$ cat src/shared/parity_err_pkg.sv
package parity_err_pkg;

  localparam int NUM_PORTS = 2;

  // Transfer kinds seen by one translation_port.
  localparam logic [1:0] KIND_OUT_RD = 2'h0;
  localparam logic [1:0] KIND_OUT_WR = 2'h1;
  localparam logic [1:0] KIND_IN_RD  = 2'h2;
  localparam logic [1:0] KIND_IN_WR  = 2'h3;

  // Register byte offsets on the AHB-Lite slave.
  localparam logic [31:0] OFS_PRI_CMD   = 32'h0000_0000;
  localparam logic [31:0] OFS_PRI_STS   = 32'h0000_0004;
  localparam logic [31:0] OFS_PRI_IMASK = 32'h0000_0008;
  localparam logic [31:0] OFS_PRI_ISR   = 32'h0000_000c;
  localparam logic [31:0] OFS_SEC_CMD   = 32'h0000_0010;
  localparam logic [31:0] OFS_SEC_STS   = 32'h0000_0014;
  localparam logic [31:0] OFS_SEC_IMASK = 32'h0000_0018;
  localparam logic [31:0] OFS_SEC_ISR   = 32'h0000_001c;

  // Register selectors inside one port.
  localparam logic [1:0] SEL_CMD   = 2'h0;
  localparam logic [1:0] SEL_STS   = 2'h1;
  localparam logic [1:0] SEL_IMASK = 2'h2;
  localparam logic [1:0] SEL_ISR   = 2'h3;

  // Field positions.
  localparam int CMD_PERE_BIT = 0;
  localparam int MPE_BIT      = 0;
  localparam int DPE_BIT      = 1;

  // Values after reset.
  localparam logic       CMD_RESET   = 1'b0;
  localparam logic [1:0] STS_RESET   = 2'h0;
  localparam logic [1:0] IMASK_RESET = 2'h0;
  localparam logic [1:0] ISR_RESET   = 2'h0;

  typedef enum logic [3:0] {
    B_IDLE = 4'b0001,
    B_WR   = 4'b0010,
    B_RDW  = 4'b0100,
    B_RDD  = 4'b1000
  } bus_state_t;

endpackage

$ cat src/even_parity.sv
`timescale 1ns/1ps
module even_parity
  import parity_err_pkg::*;
(
  // Data phase lines.
  input  wire logic [31:0] ad,
  input  wire logic [3:0]  cbe_n,
  // Expected parity bit.
  output logic             exp_par
);

  // PAR makes the count of ones over AD, C/BE# and PAR even.
  assign exp_par = ^{ad, cbe_n};

endmodule

$ cat src/pci_data_parity_error_handler.sv
//
// Contract
// - Outbound read passes received data, bad parity included, to the internal master.
// - Outbound read parity error never ends the transfer early.
// - Outbound read error drives PERR# two clocks later, only if enabled.
// - Outbound read error sets master parity status only if response enabled.
// - Outbound read or inbound write error always sets detected parity status.
// - Master parity error sets its interrupt status unless masked.
// - Detected parity error sets its interrupt status unless masked.
// - Outbound write keeps writing after target reports parity error.
// - Target PERR# on outbound write sets master status if enabled.
// - Outbound write error causes no completion; restart after disconnect.
// - Inbound read parity error seen by master causes no action.
// - Inbound write error keeps accepting data until completion or queue full.
// - Inbound write error drives PERR# two clocks later, only if enabled.
// - Both ports behave alike, each with its own controls and pin.
`timescale 1ns/1ps
module pci_data_parity_error_handler
  import parity_err_pkg::*;
(
  // Clock and reset.
  input  wire logic        hclk,
  input  wire logic        hresetn,
  // AHB-Lite slave.
  input  wire logic        hsel,
  input  wire logic [31:0] haddr,
  input  wire logic [1:0]  htrans,
  input  wire logic        hwrite,
  input  wire logic [2:0]  hsize,
  input  wire logic [31:0] hwdata,
  input  wire logic        hready,
  output logic             hreadyout,
  output logic [31:0]      hrdata,
  output logic             hresp,
  // Primary port data phase view.
  input  wire logic        pri_xfer_active,
  input  wire logic [1:0]  pri_xfer_kind,
  input  wire logic        pri_dphase,
  input  wire logic [31:0] pri_ad,
  input  wire logic [3:0]  pri_cbe_n,
  input  wire logic        pri_par,
  // Primary parity error pin.
  input  wire logic        primary_parity_err_n_in,
  output logic             primary_parity_err_n_out,
  output logic             primary_parity_err_oe,
  // Primary internal side and flow.
  output logic [31:0]      pri_rd_data,
  output logic             pri_rd_valid,
  output logic             pri_rd_bad,
  input  wire logic        pri_eng_cmpl_req,
  input  wire logic        pri_tgt_disc,
  input  wire logic        pri_owq_empty,
  input  wire logic        pri_iq_full,
  output logic             pri_mst_cmpl,
  output logic             pri_restart_req,
  output logic             pri_tgt_accept,
  // Secondary port data phase view.
  input  wire logic        sec_xfer_active,
  input  wire logic [1:0]  sec_xfer_kind,
  input  wire logic        sec_dphase,
  input  wire logic [31:0] sec_ad,
  input  wire logic [3:0]  sec_cbe_n,
  input  wire logic        sec_par,
  // Secondary parity error pin.
  input  wire logic        secondary_parity_err_n_in,
  output logic             secondary_parity_err_n_out,
  output logic             secondary_parity_err_oe,
  // Secondary internal side and flow.
  output logic [31:0]      sec_rd_data,
  output logic             sec_rd_valid,
  output logic             sec_rd_bad,
  input  wire logic        sec_eng_cmpl_req,
  input  wire logic        sec_tgt_disc,
  input  wire logic        sec_owq_empty,
  input  wire logic        sec_iq_full,
  output logic             sec_mst_cmpl,
  output logic             sec_restart_req,
  output logic             sec_tgt_accept
);

  typedef struct packed {
    bus_state_t                 bus;
    logic                       mapped;
    logic                       slot_port;
    logic [1:0]                 slot_sel;
    logic [31:0]                rdata;
    logic [NUM_PORTS-1:0]       pere;
    logic [NUM_PORTS-1:0][1:0]  sts;
    logic [NUM_PORTS-1:0][1:0]  imask;
    logic [NUM_PORTS-1:0][1:0]  isr;
  } top_state_t;

  top_state_t           st;
  top_state_t           next_st;
  logic                 accept;
  logic [3:0]           slot;
  logic [NUM_PORTS-1:0] exp_par;
  logic [NUM_PORTS-1:0] mpe_evt;
  logic [NUM_PORTS-1:0] dpe_evt;

  // Returns {mapped, port, selector} for a byte address.
  function automatic logic [3:0] decode_slot(input logic [31:0] addr);
    logic [3:0] s;
    s = 4'h0;
    case (addr)
      OFS_PRI_CMD:   s = {1'b1, 1'b0, SEL_CMD};
      OFS_PRI_STS:   s = {1'b1, 1'b0, SEL_STS};
      OFS_PRI_IMASK: s = {1'b1, 1'b0, SEL_IMASK};
      OFS_PRI_ISR:   s = {1'b1, 1'b0, SEL_ISR};
      OFS_SEC_CMD:   s = {1'b1, 1'b1, SEL_CMD};
      OFS_SEC_STS:   s = {1'b1, 1'b1, SEL_STS};
      OFS_SEC_IMASK: s = {1'b1, 1'b1, SEL_IMASK};
      OFS_SEC_ISR:   s = {1'b1, 1'b1, SEL_ISR};
      default:       s = 4'h0;
    endcase
    return s;
  endfunction

  ////////////////////////////////////////////////////////////////////////////
  // Two identical port engines, each tied only to its own controls and pin.

  even_parity u_pri_par (
    .ad      (pri_ad),
    .cbe_n   (pri_cbe_n),
    .exp_par (exp_par[0])
  );

  even_parity u_sec_par (
    .ad      (sec_ad),
    .cbe_n   (sec_cbe_n),
    .exp_par (exp_par[1])
  );

  translation_port_parity u_pri (
    .hclk         (hclk),
    .hresetn      (hresetn),
    .pere         (st.pere[0]),
    .xfer_active  (pri_xfer_active),
    .xfer_kind    (pri_xfer_kind),
    .dphase       (pri_dphase),
    .ad           (pri_ad),
    .exp_par      (exp_par[0]),
    .par          (pri_par),
    .perr_in_n    (primary_parity_err_n_in),
    .perr_out_n   (primary_parity_err_n_out),
    .perr_oe      (primary_parity_err_oe),
    .rd_data      (pri_rd_data),
    .rd_valid     (pri_rd_valid),
    .rd_bad       (pri_rd_bad),
    .eng_cmpl_req (pri_eng_cmpl_req),
    .tgt_disc     (pri_tgt_disc),
    .owq_empty    (pri_owq_empty),
    .iq_full      (pri_iq_full),
    .mst_cmpl     (pri_mst_cmpl),
    .restart_req  (pri_restart_req),
    .tgt_accept   (pri_tgt_accept),
    .mpe_evt      (mpe_evt[0]),
    .dpe_evt      (dpe_evt[0])
  );

  translation_port_parity u_sec (
    .hclk         (hclk),
    .hresetn      (hresetn),
    .pere         (st.pere[1]),
    .xfer_active  (sec_xfer_active),
    .xfer_kind    (sec_xfer_kind),
    .dphase       (sec_dphase),
    .ad           (sec_ad),
    .exp_par      (exp_par[1]),
    .par          (sec_par),
    .perr_in_n    (secondary_parity_err_n_in),
    .perr_out_n   (secondary_parity_err_n_out),
    .perr_oe      (secondary_parity_err_oe),
    .rd_data      (sec_rd_data),
    .rd_valid     (sec_rd_valid),
    .rd_bad       (sec_rd_bad),
    .eng_cmpl_req (sec_eng_cmpl_req),
    .tgt_disc     (sec_tgt_disc),
    .owq_empty    (sec_owq_empty),
    .iq_full      (sec_iq_full),
    .mst_cmpl     (sec_mst_cmpl),
    .restart_req  (sec_restart_req),
    .tgt_accept   (sec_tgt_accept),
    .mpe_evt      (mpe_evt[1]),
    .dpe_evt      (dpe_evt[1])
  );

  ////////////////////////////////////////////////////////////////////////////
  // Bus slave and registers.

  // Only whole-word transfers are expected; other sizes are treated as words.
  assign accept = hsel && hready && htrans[1];
  assign slot   = decode_slot(haddr);

  always_comb begin
    next_st = st;
    case (st.bus)
      B_IDLE, B_WR, B_RDD: begin
        if (accept) begin
          next_st.bus       = hwrite ? B_WR : B_RDW;
          next_st.mapped    = slot[3];
          next_st.slot_port = slot[2];
          next_st.slot_sel  = slot[1:0];
        end else begin
          next_st.bus = B_IDLE;
        end
      end
      B_RDW: begin
        next_st.bus = B_RDD;
      end
      default: begin
        next_st.bus = B_IDLE;
      end
    endcase

    // The read wait state lets a write in the previous data phase land first.
    if (st.bus == B_RDW) begin
      next_st.rdata = 32'h0000_0000;
      if (st.mapped) begin
        case (st.slot_sel)
          SEL_CMD:   next_st.rdata[CMD_PERE_BIT] = st.pere[st.slot_port];
          SEL_STS:   next_st.rdata[1:0] = st.sts[st.slot_port];
          SEL_IMASK: next_st.rdata[1:0] = st.imask[st.slot_port];
          default:   next_st.rdata[1:0] = st.isr[st.slot_port];
        endcase
      end
    end

    for (int p = 0; p < NUM_PORTS; p++) begin
      if (st.bus == B_WR && st.mapped && st.slot_port == 1'(p)) begin
        case (st.slot_sel)
          SEL_CMD:   next_st.pere[p]  = hwdata[CMD_PERE_BIT];
          SEL_STS:   next_st.sts[p]   = st.sts[p] & ~hwdata[1:0];
          SEL_IMASK: next_st.imask[p] = hwdata[1:0];
          default:   next_st.isr[p]   = st.isr[p] & ~hwdata[1:0];
        endcase
      end
      // Sets come after the write-one-to-clear so an event is never lost.
      if (mpe_evt[p] && st.pere[p]) begin
        next_st.sts[p][MPE_BIT] = 1'b1;
      end
      if (dpe_evt[p]) begin
        next_st.sts[p][DPE_BIT] = 1'b1;
      end
      if (mpe_evt[p] && !st.imask[p][MPE_BIT]) begin
        next_st.isr[p][MPE_BIT] = 1'b1;
      end
      if (dpe_evt[p] && !st.imask[p][DPE_BIT]) begin
        next_st.isr[p][DPE_BIT] = 1'b1;
      end
    end
  end

  always_ff @(posedge hclk or negedge hresetn) begin
    if (!hresetn) begin
      st           <= '0;
      st.bus       <= B_IDLE;
      st.pere      <= {NUM_PORTS{CMD_RESET}};
      st.sts       <= {NUM_PORTS{STS_RESET}};
      st.imask     <= {NUM_PORTS{IMASK_RESET}};
      st.isr       <= {NUM_PORTS{ISR_RESET}};
    end else begin
      st <= next_st;
    end
  end

  assign hreadyout = st.bus != B_RDW;
  assign hrdata    = st.rdata;
  assign hresp     = 1'b0;
endmodule

$ cat src/translation_port_parity.sv
`timescale 1ns/1ps
module translation_port_parity
  import parity_err_pkg::*;
(
  // Clock and reset.
  input  wire logic        hclk,
  input  wire logic        hresetn,
  // Configuration.
  input  wire logic        pere,
  // Data phase view of the PCI engine.
  input  wire logic        xfer_active,
  input  wire logic [1:0]  xfer_kind,
  input  wire logic        dphase,
  input  wire logic [31:0] ad,
  input  wire logic        exp_par,
  input  wire logic        par,
  // Parity error pin.
  input  wire logic        perr_in_n,
  output logic             perr_out_n,
  output logic             perr_oe,
  // Read data towards the internal bus.
  output logic [31:0]      rd_data,
  output logic             rd_valid,
  output logic             rd_bad,
  // Transaction flow.
  input  wire logic        eng_cmpl_req,
  input  wire logic        tgt_disc,
  input  wire logic        owq_empty,
  input  wire logic        iq_full,
  output logic             mst_cmpl,
  output logic             restart_req,
  output logic             tgt_accept,
  // Error events.
  output logic             mpe_evt,
  output logic             dpe_evt
);

  typedef struct packed {
    logic        ph_valid;
    logic [1:0]  ph_kind;
    logic        ph_par;
    logic [31:0] ph_data;
    logic        perr_drv;
    logic        perr_tail;
    logic        mpe;
    logic        dpe;
    logic [31:0] rd_data;
    logic        rd_valid;
    logic        rd_bad;
  } port_state_t;

  port_state_t st;
  port_state_t next_st;
  logic        bad;
  logic        chk_err;
  logic        wr_perr;

  ////////////////////////////////////////////////////////////////////////////

  always_comb begin
    next_st          = st;
    next_st.ph_valid = dphase && xfer_active;
    next_st.ph_kind  = xfer_kind;
    next_st.ph_par   = exp_par;
    next_st.ph_data  = ad;
    // PAR lags its data phase by one clock, so the check runs a cycle late.
    bad     = st.ph_valid && (par != st.ph_par);
    chk_err = bad && (st.ph_kind == KIND_OUT_RD || st.ph_kind == KIND_IN_WR);
    next_st.perr_drv  = chk_err && pere;
    next_st.perr_tail = st.perr_drv;
    // While mastering a write, the pin belongs to the target.
    wr_perr     = xfer_active && xfer_kind == KIND_OUT_WR && !perr_in_n;
    next_st.mpe = (bad && st.ph_kind == KIND_OUT_RD) || wr_perr;
    next_st.dpe = chk_err;
    next_st.rd_valid = st.ph_valid && st.ph_kind == KIND_OUT_RD;
    if (next_st.rd_valid) begin
      // Bad data is still delivered; only a flag travels with it.
      next_st.rd_data = st.ph_data;
      next_st.rd_bad  = bad;
    end
  end

  always_ff @(posedge hclk or negedge hresetn) begin
    if (!hresetn) begin
      st <= '0;
    end else begin
      st <= next_st;
    end
  end

  // PERR# is driven high for one clock after its low pulse before release.
  assign perr_out_n = !st.perr_drv;
  assign perr_oe    = st.perr_drv || st.perr_tail;
  assign rd_data    = st.rd_data;
  assign rd_valid   = st.rd_valid;
  assign rd_bad     = st.rd_bad;
  assign mpe_evt    = st.mpe;
  assign dpe_evt    = st.dpe;

  // A parity error has no path into completion or retry decisions.
  assign mst_cmpl    = eng_cmpl_req;
  assign restart_req = xfer_kind == KIND_OUT_WR && tgt_disc && !owq_empty;
  assign tgt_accept  = xfer_active && xfer_kind == KIND_IN_WR && !iq_full;
endmodule

$ cat config.mk
export PLATFORM = sky130hd
export DESIGN_NAME = pci_data_parity_error_handler
export DESIGN_NICKNAME = d
export VERILOG_FILES = /design/src/shared/parity_err_pkg.sv /design/src/even_parity.sv /design/src/pci_data_parity_error_handler.sv /design/src/translation_port_parity.sv
export SDC_FILE = /design/constraint.sdc
export NUM_CORES = 1
export LEC_CHECK = 0
export ABC_AREA = 1
export BUFFER_PORTS_ARGS = -buffer_cell sky130_fd_sc_hd__buf_2
export CORE_MARGIN = 2
export CORE_UTILIZATION = 46
export DETAILED_ROUTE_END_ITERATION = 16
export HOLD_SLACK_MARGIN = 0.15
export PLACE_DENSITY = 0.77
export SLEW_MARGIN = 20
export SYNTH_ARGS = -nofsm -noshare
export SYNTH_HDL_FRONTEND = slang
export SYNTH_SLANG_ARGS = --single-unit
$ cat constraint.sdc
create_clock -name hclk -period 1.3 [get_ports hclk]
set_input_delay 0.325 -clock hclk [delete_from_list [all_inputs] [get_ports hclk]]
set_output_delay 0.325 -clock hclk [all_outputs]
set_load 0.05 [all_outputs]
==> results.md, run 1 <==
- The run finished, with violations left.
- The checks that failed: negative setup slack.
- The kind of cell with the highest combined delay along the critical path is flip-flops.
- The most frequently used cell type in the post-synthesis netlist is sky130_fd_sc_hd__nand2_1.
- In this run the standard cell core region covers between 15000 and 20000 µm².
- The first global-routing pass estimated 33000 µm of wire.
- The data arrival time of the worst path is roughly 1.3 ns.
- The share of cells above drive strength 1 is approximately 25%.
- The die is 139 µm wide.
- Each instance of the synthesized netlist takes up on average 7.59 µm².
- The first-pass iteration count of the detailed router is 5.
- The final critical-path share of the clock period is 121%.
- The synthesis warning total is 0.
- The sum of negative setup slack is -5.08 ns.
- The count of buffers added on input and output ports is ~210.
- Excluding fillers, the count of instances in the completed layout stands at around 1600.
- Entering global routing, the biggest net connects 37 pins.
- The number of slew-limit violations in the final report is 0.
- roughly 280 I/O pins were placed.
- After the first detailed-routing iteration, the DRC count stood at approximately 400.
- The total leakage power is between 6 and 7 nW.
- The combined buffer and inverter count along the critical path is 1.
- The synthesized-area fraction occupied by xor and xnor cells is less than 1%.
- The routed layout has around 7600 vias.
- On the final layout, the worst hold slack is 0.172 ns.
- The endpoint class of the critical path is an output port.
- The max-capacitance violation count is 0.
- The proportion of netlist area held by the largest area contributor is between 50 and 60%.
- Dividing total power by cell area gives a power density of 1380 nW/µm².
- The initial utilization of the core area, before any placement, comes to between 40% and 50%.
- Global routing used about a fifth of the available tracks across all layers.
- The cell sitting at the root of the clock tree is a sky130_fd_sc_hd__clkbuf_16.
- The final count of hold timing violations is 0.
- The number of nets in the layout is around 1600.
- The clock arrives with 0.0107 ns of skew.
- The launch point of the worst hold path is pri_ad[0].
- Synthesis produced a netlist whose cell count is 1103.
- The worst setup path is launched from a flop.
- The clock-pin slew on the worst setup and hold paths is approximately 0.060 ns.
- The number of synthesized flops with an enable pin is 0.
- Sequential cells were found to cover between 50 and 60% of the synthesized design area.
- The clock tree synthesis step divided the H-tree into 4 levels.
- The row count is 49.
- In this run the deepest clock path goes through 2 buffers.
- After synthesis the cells add up to 8370 µm².
- The die covers about 19000 µm².
- The area growth from synthesis to layout is 39.7%.
- After detailed placement, the design holds a cell count of between 1000 and 1500.
- In the synthesized netlist the async set-or-reset flop fraction comes to between 90% and 100%.
- The maximum fanout count along the critical path is 2.
- The launch point of the critical path is st[50]$_DFF_PN1_.
- Yosys mapped the design onto 28 distinct sky130hd cell types.
- The clock tree from TritonCTS is yes.
- The worst setup margin is -0.275 ns.
- The final layout contains routed wiring with a total length of between 20000 and 25000 µm.
- Walking the worst path, the cells encountered are nor2_2, nand3_2, buf_8.
- The area fraction in compound gates after synthesis is approximately 2.3%.
- The proportion of synthesized area in mux cells is 0%.
- Setup violations remaining at the end of the flow were counted as a little under 60.
- The data required time of the worst path is between 0.9 and 1 ns.
- The adder-cell share of the synthesized area is 0.299%.
- The type of the worst min-delay path is in -> reg.
- Setup repair after global routing could not meet its margin everywhere.
- The total congestion overflow is 0.
- After detailed routing, the number of remaining DRC violations is 0.
- Detailed placement finished with a half-perimeter wire length of roughly 13000 µm.
- The launching point of the worst reg2reg path is st[50]$_DFF_PN1_.
- The dominant cell type by area after synthesis is sky130_fd_sc_hd__dfrtp_1.
- The worst-case IR drop observed on VDD is 0.928 mV.
- Static timing analysis puts the maximum clock frequency at about 630 MHz.
- The routed wirelength normalized by instance count is about 13 µm.
- The highest-delay cell along the critical path is sky130_fd_sc_hd__dfstp_2.
- Dividing the detail-routed via count by the number of cells gives between 4 and 5.
- The worst setup path is of the reg -> out kind.
- The post-detailed-route count of antenna-violating nets is 0.
- The final weighted congestion of routability-driven global placement is about 0.84.
- After synthesis, the cell types taking the most area are sky130_fd_sc_hd__dfrtp_1, sky130_fd_sc_hd__nand2_1, sky130_fd_sc_hd__buf_4, sky130_fd_sc_hd__inv_1, sky130_fd_sc_hd__nand3_1.
- The number of clock buffers added by TritonCTS is 17.
- For this run, the slowest stage of the critical path takes ~0.55 ns.
- The top flip-flop cell by instance count after synthesis is sky130_fd_sc_hd__dfrtp_1.
- The via count of the first global-routing pass was approximately 7200.
- The commonest cells after synthesis are sky130_fd_sc_hd__nand2_1, sky130_fd_sc_hd__dfrtp_1, sky130_fd_sc_hd__inv_1, sky130_fd_sc_hd__buf_4, sky130_fd_sc_hd__nor2_1.
- The final core area utilization is roughly two thirds.
- The synthesized design contains approximately 170 register bits.
- The CTS sink count is 172.
- The dominant combinational cell family by area after synthesis is simple AND/OR/NAND/NOR gates.
- The clock period minus final worst setup slack is around 1.6 ns.
- Of the total synthesized cell area, the portion taken by AND, OR, NAND and NOR gates is slightly above 30%.
- The number of antenna violations at the first check in global routing was 2.
- The later-pin clock latency in the skew report is between 0.4 and 0.5 ns.
- The die height is ~140 µm.
-- per-layer routing --
metal	GRT usage (%)	routed length, µm
met5	0	0
met4	9.14	587
met2	38.2	11300
met3	3.83	993
met1	24.1	8350
-- state kept, by name, summed over array words and instances, names as in the netlist, 2 cells and up --
| name | cells |
|---|---|
| hrdata | 2 |
| st | 22 |
| u_pri.rd_data | 32 |
| u_pri.st | 37 |
| u_sec.rd_data | 32 |
| u_sec.st | 37 |
-- cell usage in the layout (no fill, tap or decap), types with 3 or more instances in the layout --
| cell | n |
|---|---|
| sky130_fd_sc_hd__nand2_1 | 592 |
| sky130_fd_sc_hd__dfrtp_1 | 171 |
| sky130_fd_sc_hd__buf_2 | 125 |
| sky130_fd_sc_hd__inv_1 | 104 |
| sky130_fd_sc_hd__buf_6 | 76 |
| sky130_fd_sc_hd__dlygate4sd3_1 | 75 |
| sky130_fd_sc_hd__buf_4 | 67 |
| sky130_fd_sc_hd__conb_1 | 31 |
| sky130_fd_sc_hd__nand3_1 | 19 |
| sky130_fd_sc_hd__o21ai_1 | 18 |
| sky130_fd_sc_hd__clkbuf_16 | 18 |
| sky130_fd_sc_hd__nor2_1 | 15 |
| sky130_fd_sc_hd__o21ai_0 | 9 |
| sky130_fd_sc_hd__nor2_2 | 8 |
| sky130_fd_sc_hd__buf_12 | 8 |
| sky130_fd_sc_hd__nand2_2 | 7 |
| sky130_fd_sc_hd__nor4_1 | 6 |
| sky130_fd_sc_hd__buf_8 | 6 |
| sky130_fd_sc_hd__inv_2 | 5 |
| sky130_fd_sc_hd__xor2_1 | 5 |
| sky130_fd_sc_hd__inv_6 | 4 |
| sky130_fd_sc_hd__o21ai_2 | 3 |
| sky130_fd_sc_hd__inv_4 | 3 |
| sky130_fd_sc_hd__nor3_1 | 3 |
| sky130_fd_sc_hd__nor2_4 | 3 |
| sky130_fd_sc_hd__clkinv_4 | 3 |
| sky130_fd_sc_hd__clkbuf_1 | 3 |
-- layout make-up --
class	count	area [µm²]
repair buffers	361	3040
inverters	112	428
multi-input cells	738	3060
flip-flops and latches	172	4310
fillers	1375	6210
clock inverters	10	106
well taps	229	287
clock buffers	22	464
diodes	2	5.00
-- path summary, 6_finish.rpt --
kind                                                end  slack (ns)  depth (start not counted)
setup / recovery                              hreadyout       -0.28                          3
hold / removal                   u_pri.st[38]$_DFF_PN0_        0.17                          2
setup reg to reg                     st[12]$_DFFE_PN0P_       -0.25                          8
hold reg to reg            u_sec.rd_data[0]$_DFFE_PN0P_        0.44                          2
max in group asynchronous       u_sec.mpe_evt$_DFF_PN0_        0.35                          3
min in group asynchronous        u_sec.st[49]$_DFF_PN0_        0.39                          2
-- cell families (layout without fill, tap and decap cells) --
family	Yosys count	after routing
xor gates and xnor gates	8	8
adders and majority gates	2	2
other	1	33
and+or+nand+nor	660	660
AOI/OAI and AO/OA	37	37
DFF	172	172
buffers and inverters	223	505
-- report_power, final --
part	leakage, nW	total, mW	internal, mW	switching [mW]
Clock	0.272	4.94	2.78	2.16
Sequential	2.06	6.27	5.90	0.367
Combinational	4.30	4.93	1.87	3.05
Total	6.64	16.1	10.6	5.58
-- per-stage QoR --
stage	power, mW	cell area [µm²]	worst slack [ns]
floorplan	9.52	8500	0.0319
global placement	9.96	9400	-0.118
detailed placement	10.0	9400	-0.140
CTS	15.9	11400	-0.289
global route	16.8	11700	-0.320
finish	16.1	11700	-0.275
-- what timing repair did --
item,CTS,global route
pin swaps,6,11
endpoints found under the setup margin,91,155
hold endpoints to repair,112,0
setup buffers,23,23
gates cloned,0,1
hold buffers,76,0
resized for setup,164,42
Note: power is estimated with default switching activity, not from simulation.
==> run 2, diff against run 1 <==
- BUFFER_PORTS_ARGS: -buffer_cell sky130_fd_sc_hd__buf_2 -> -buffer_cell sky130_fd_sc_hd__buf_4
==> results.md, run 2 (synthesis results as in run 1) <==
- The flow ran to the end, but the final reports show violations.
- The final reports fail on negative setup slack.
- The detailed router placed ~7500 vias in this run.
- The final layout contains routed wiring with a total length of around 21000 µm.
- The clock period minus final worst setup slack is approximately 1.6 ns.
- The HPWL after detailed placement is 13500 µm.
- The data required time of the worst path is around 0.98 ns.
- The busiest layer in global routing is met2.
- The CTS sink count is about 170.
- Across the VDD grid, the largest voltage drop is 0.947 mV.
- The via count of the first global-routing pass is 7409.
- The detail route stage leaves a number of antenna-violating nets equal to 0.
- In the post-route analysis, the smallest setup slack over all paths is -0.264 ns.
- The final standard cell count with taps included and fillers excluded is ~1600.
- For this run, the total global-route usage over all layers was measured as about 21%.
- The first-pass iteration count of the detailed router is 5.
- In the final layout, the registers with the most flip-flops are u_pri.st (37), u_sec.st (37).
- The area growth from synthesis to layout is 45.5%.
- For this run the aggregate overflow at the end of global routing stands at 0.
- TritonCTS built the clock tree.
- ~280 I/O pins were placed.
- Row generation in the floorplan step produced 49 rows.
- Setup repair after global routing could not meet its margin everywhere.
- The met1 layer usage reported by global route is between 20% and 30%.
- The number of antenna violations at the first check in global routing is 2.
- The area of the core region is 17900 µm².
- Timing would allow up to 639 MHz.
- The library cell used most frequently in the layout, excluding fill and tap cells, is sky130_fd_sc_hd__nand2_1.
- The global routing usage on met2 is about 40%.
- The final critical-path share of the clock period is 120%.
- For this configuration, the core starts out at a cell density of about 47%.
- After the last flow step, the layout net total stands at around 1600.
- The maximum number of pins on one net before global-route repair is 34.
- The number of slew-limit violations in the final report is 0.
- Setup violations remaining at the end of the flow were counted as 52.
- In the final layout, the share of cells above drive strength 1 is between 20% and 30%.
- The H-tree generated during clock tree synthesis spans 4 levels.
- The later-pin clock latency in the skew report is 0.42 ns.
- The congestion estimate from routability-driven global placement came to between 0.8 and 0.9.
- The tightest min-delay check is of the in -> reg type.
- The clock tree root buffer cell is sky130_fd_sc_hd__clkbuf_16.
- The width of the die is 139 µm.
- The die is around 140 µm tall.
- The worst setup path is captured at an output port.
- The total instance count after detailed placement is 1486.
- The DRC violations left is 0.
- On the final layout, the worst clock skew is approximately 0.01 ns.
- After clock tree synthesis, the clock-pin slew on the worst setup and hold paths is roughly 0.07 ns.
- The first global-routing pass estimated ~34000 µm of wire.
- The library cells used most frequently in the layout, excluding fill and tap cells, are sky130_fd_sc_hd__nand2_1, sky130_fd_sc_hd__buf_4, sky130_fd_sc_hd__dfrtp_1.
- The maximum fanout count along the critical path is 2.
- The setup path with the least slack is of type reg -> out.
- The analysis attributes to cell leakage a power of about 6.8 nW.
- The count of buffers added on input and output ports is roughly 210.
- The max-capacitance violation count is 0.
- The detailed-route vias per instance is approximately 4.6.
- The critical path launch point type is a flop.
- In the final routed layout, each cell accounts on average for around 13 µm.
- Global routing used ~4.2% of the available met3 tracks.
- The number of clock buffers added by TritonCTS is 17.
- The worst setup slack before clock tree synthesis is -0.125 ns.
- The final count of hold timing violations came to 0.
- The data arrival time of the worst path is between 1 and 1.5 ns.
- The total power divided by cell area is 1410 nW/µm².
- The count of routing violations after the opening detailed-route iteration is between 300 and 400.
- The die footprint is 19300 µm².
- The clock passes through at most 2 buffers.
==> run 2: routing by layer <==
layer / wire length [µm] / vias up
met5: 0 / -
met4: 583 / 0
met3: 1120 / 42
met2: 11300 / 221
met1: 8210 / 3488
li1: - / 3790
==> run 2: what timing repair did <==
item,4_1_cts,5_1_grt
pin swaps,7,14
hold buffers,78,0
gates resized for setup,98,36
gates cloned,0,1
endpoints found under the setup margin,92,157
buffers inserted,29,22
hold endpoints to repair,247,0
==> run 2: cell type report <==
cell class	instances	area [µm²]
Sequential cell	172	4310
Timing Repair Buffer	364	3380
Clock inverter	14	255
Clock buffer	18	429
Fill cell	1305	5730
Multi-Input combinational cell	738	3080
Tap cell	229	287
Inverter	112	430
Antenna cell	2	5.00
==> run 2: per-stage QoR <==
| step | power (mW) | TNS, ns | hold WS, ns | instance area (µm²) | util, % |
|---|---|---|---|---|---|
| finish | 17.2 | -4.65 | 0.163 | 12200 | 68.0 |
| global route | 17.9 | -8.67 | 0.169 | 12200 | 68.0 |
| CTS | 17.0 | -5.27 | 0.153 | 11900 | 66.4 |
| detailed placement | 10.4 | -1.27 | 0.235 | 9860 | 55.1 |
| global placement | 10.3 | -0.767 | 0.237 | 9860 | 55.1 |
| floorplan | 9.52 | 0 | 0.0294 | 8500 | - |
==> run 2: final timing paths <==
check                                   startpoint                       endpoint  slack, ns  depth (start not counted)
hold / removal             primary_parity_err_n_in        u_pri.mpe_evt$_DFF_PN0_       0.16                          2
setup reg to reg                  st[50]$_DFF_PN1_              st[8]$_DFFE_PN0P_      -0.23                          7
hold reg to reg             u_sec.st[69]$_DFF_PN0_  u_sec.rd_data[31]$_DFFE_PN0P_       0.44                          2
max in group asynchronous                  hresetn               st[50]$_DFF_PN1_       0.36                          3
setup / recovery                  st[50]$_DFF_PN1_                      hreadyout      -0.26                          3
min in group asynchronous                  hresetn         u_sec.st[49]$_DFF_PN0_       0.36                          2
==> run 2: power by group <==
group | leakage, nW | total [mW] | internal [mW] | switching, mW
Sequential | 2.06 | 6.26 | 5.90 | 0.357
Clock | 0.334 | 5.86 | 3.67 | 2.20
Combinational | 4.45 | 5.06 | 2.01 | 3.05
Total | 6.85 | 17.2 | 11.6 | 5.61
==> run 2: critical path, stage by stage, from the launching register on <==
cell and delay (ns):
sky130_fd_sc_hd__dfstp_2 0.54, sky130_fd_sc_hd__nor2_2 0.05, sky130_fd_sc_hd__nand3_2 0.08, sky130_fd_sc_hd__buf_8 0.15
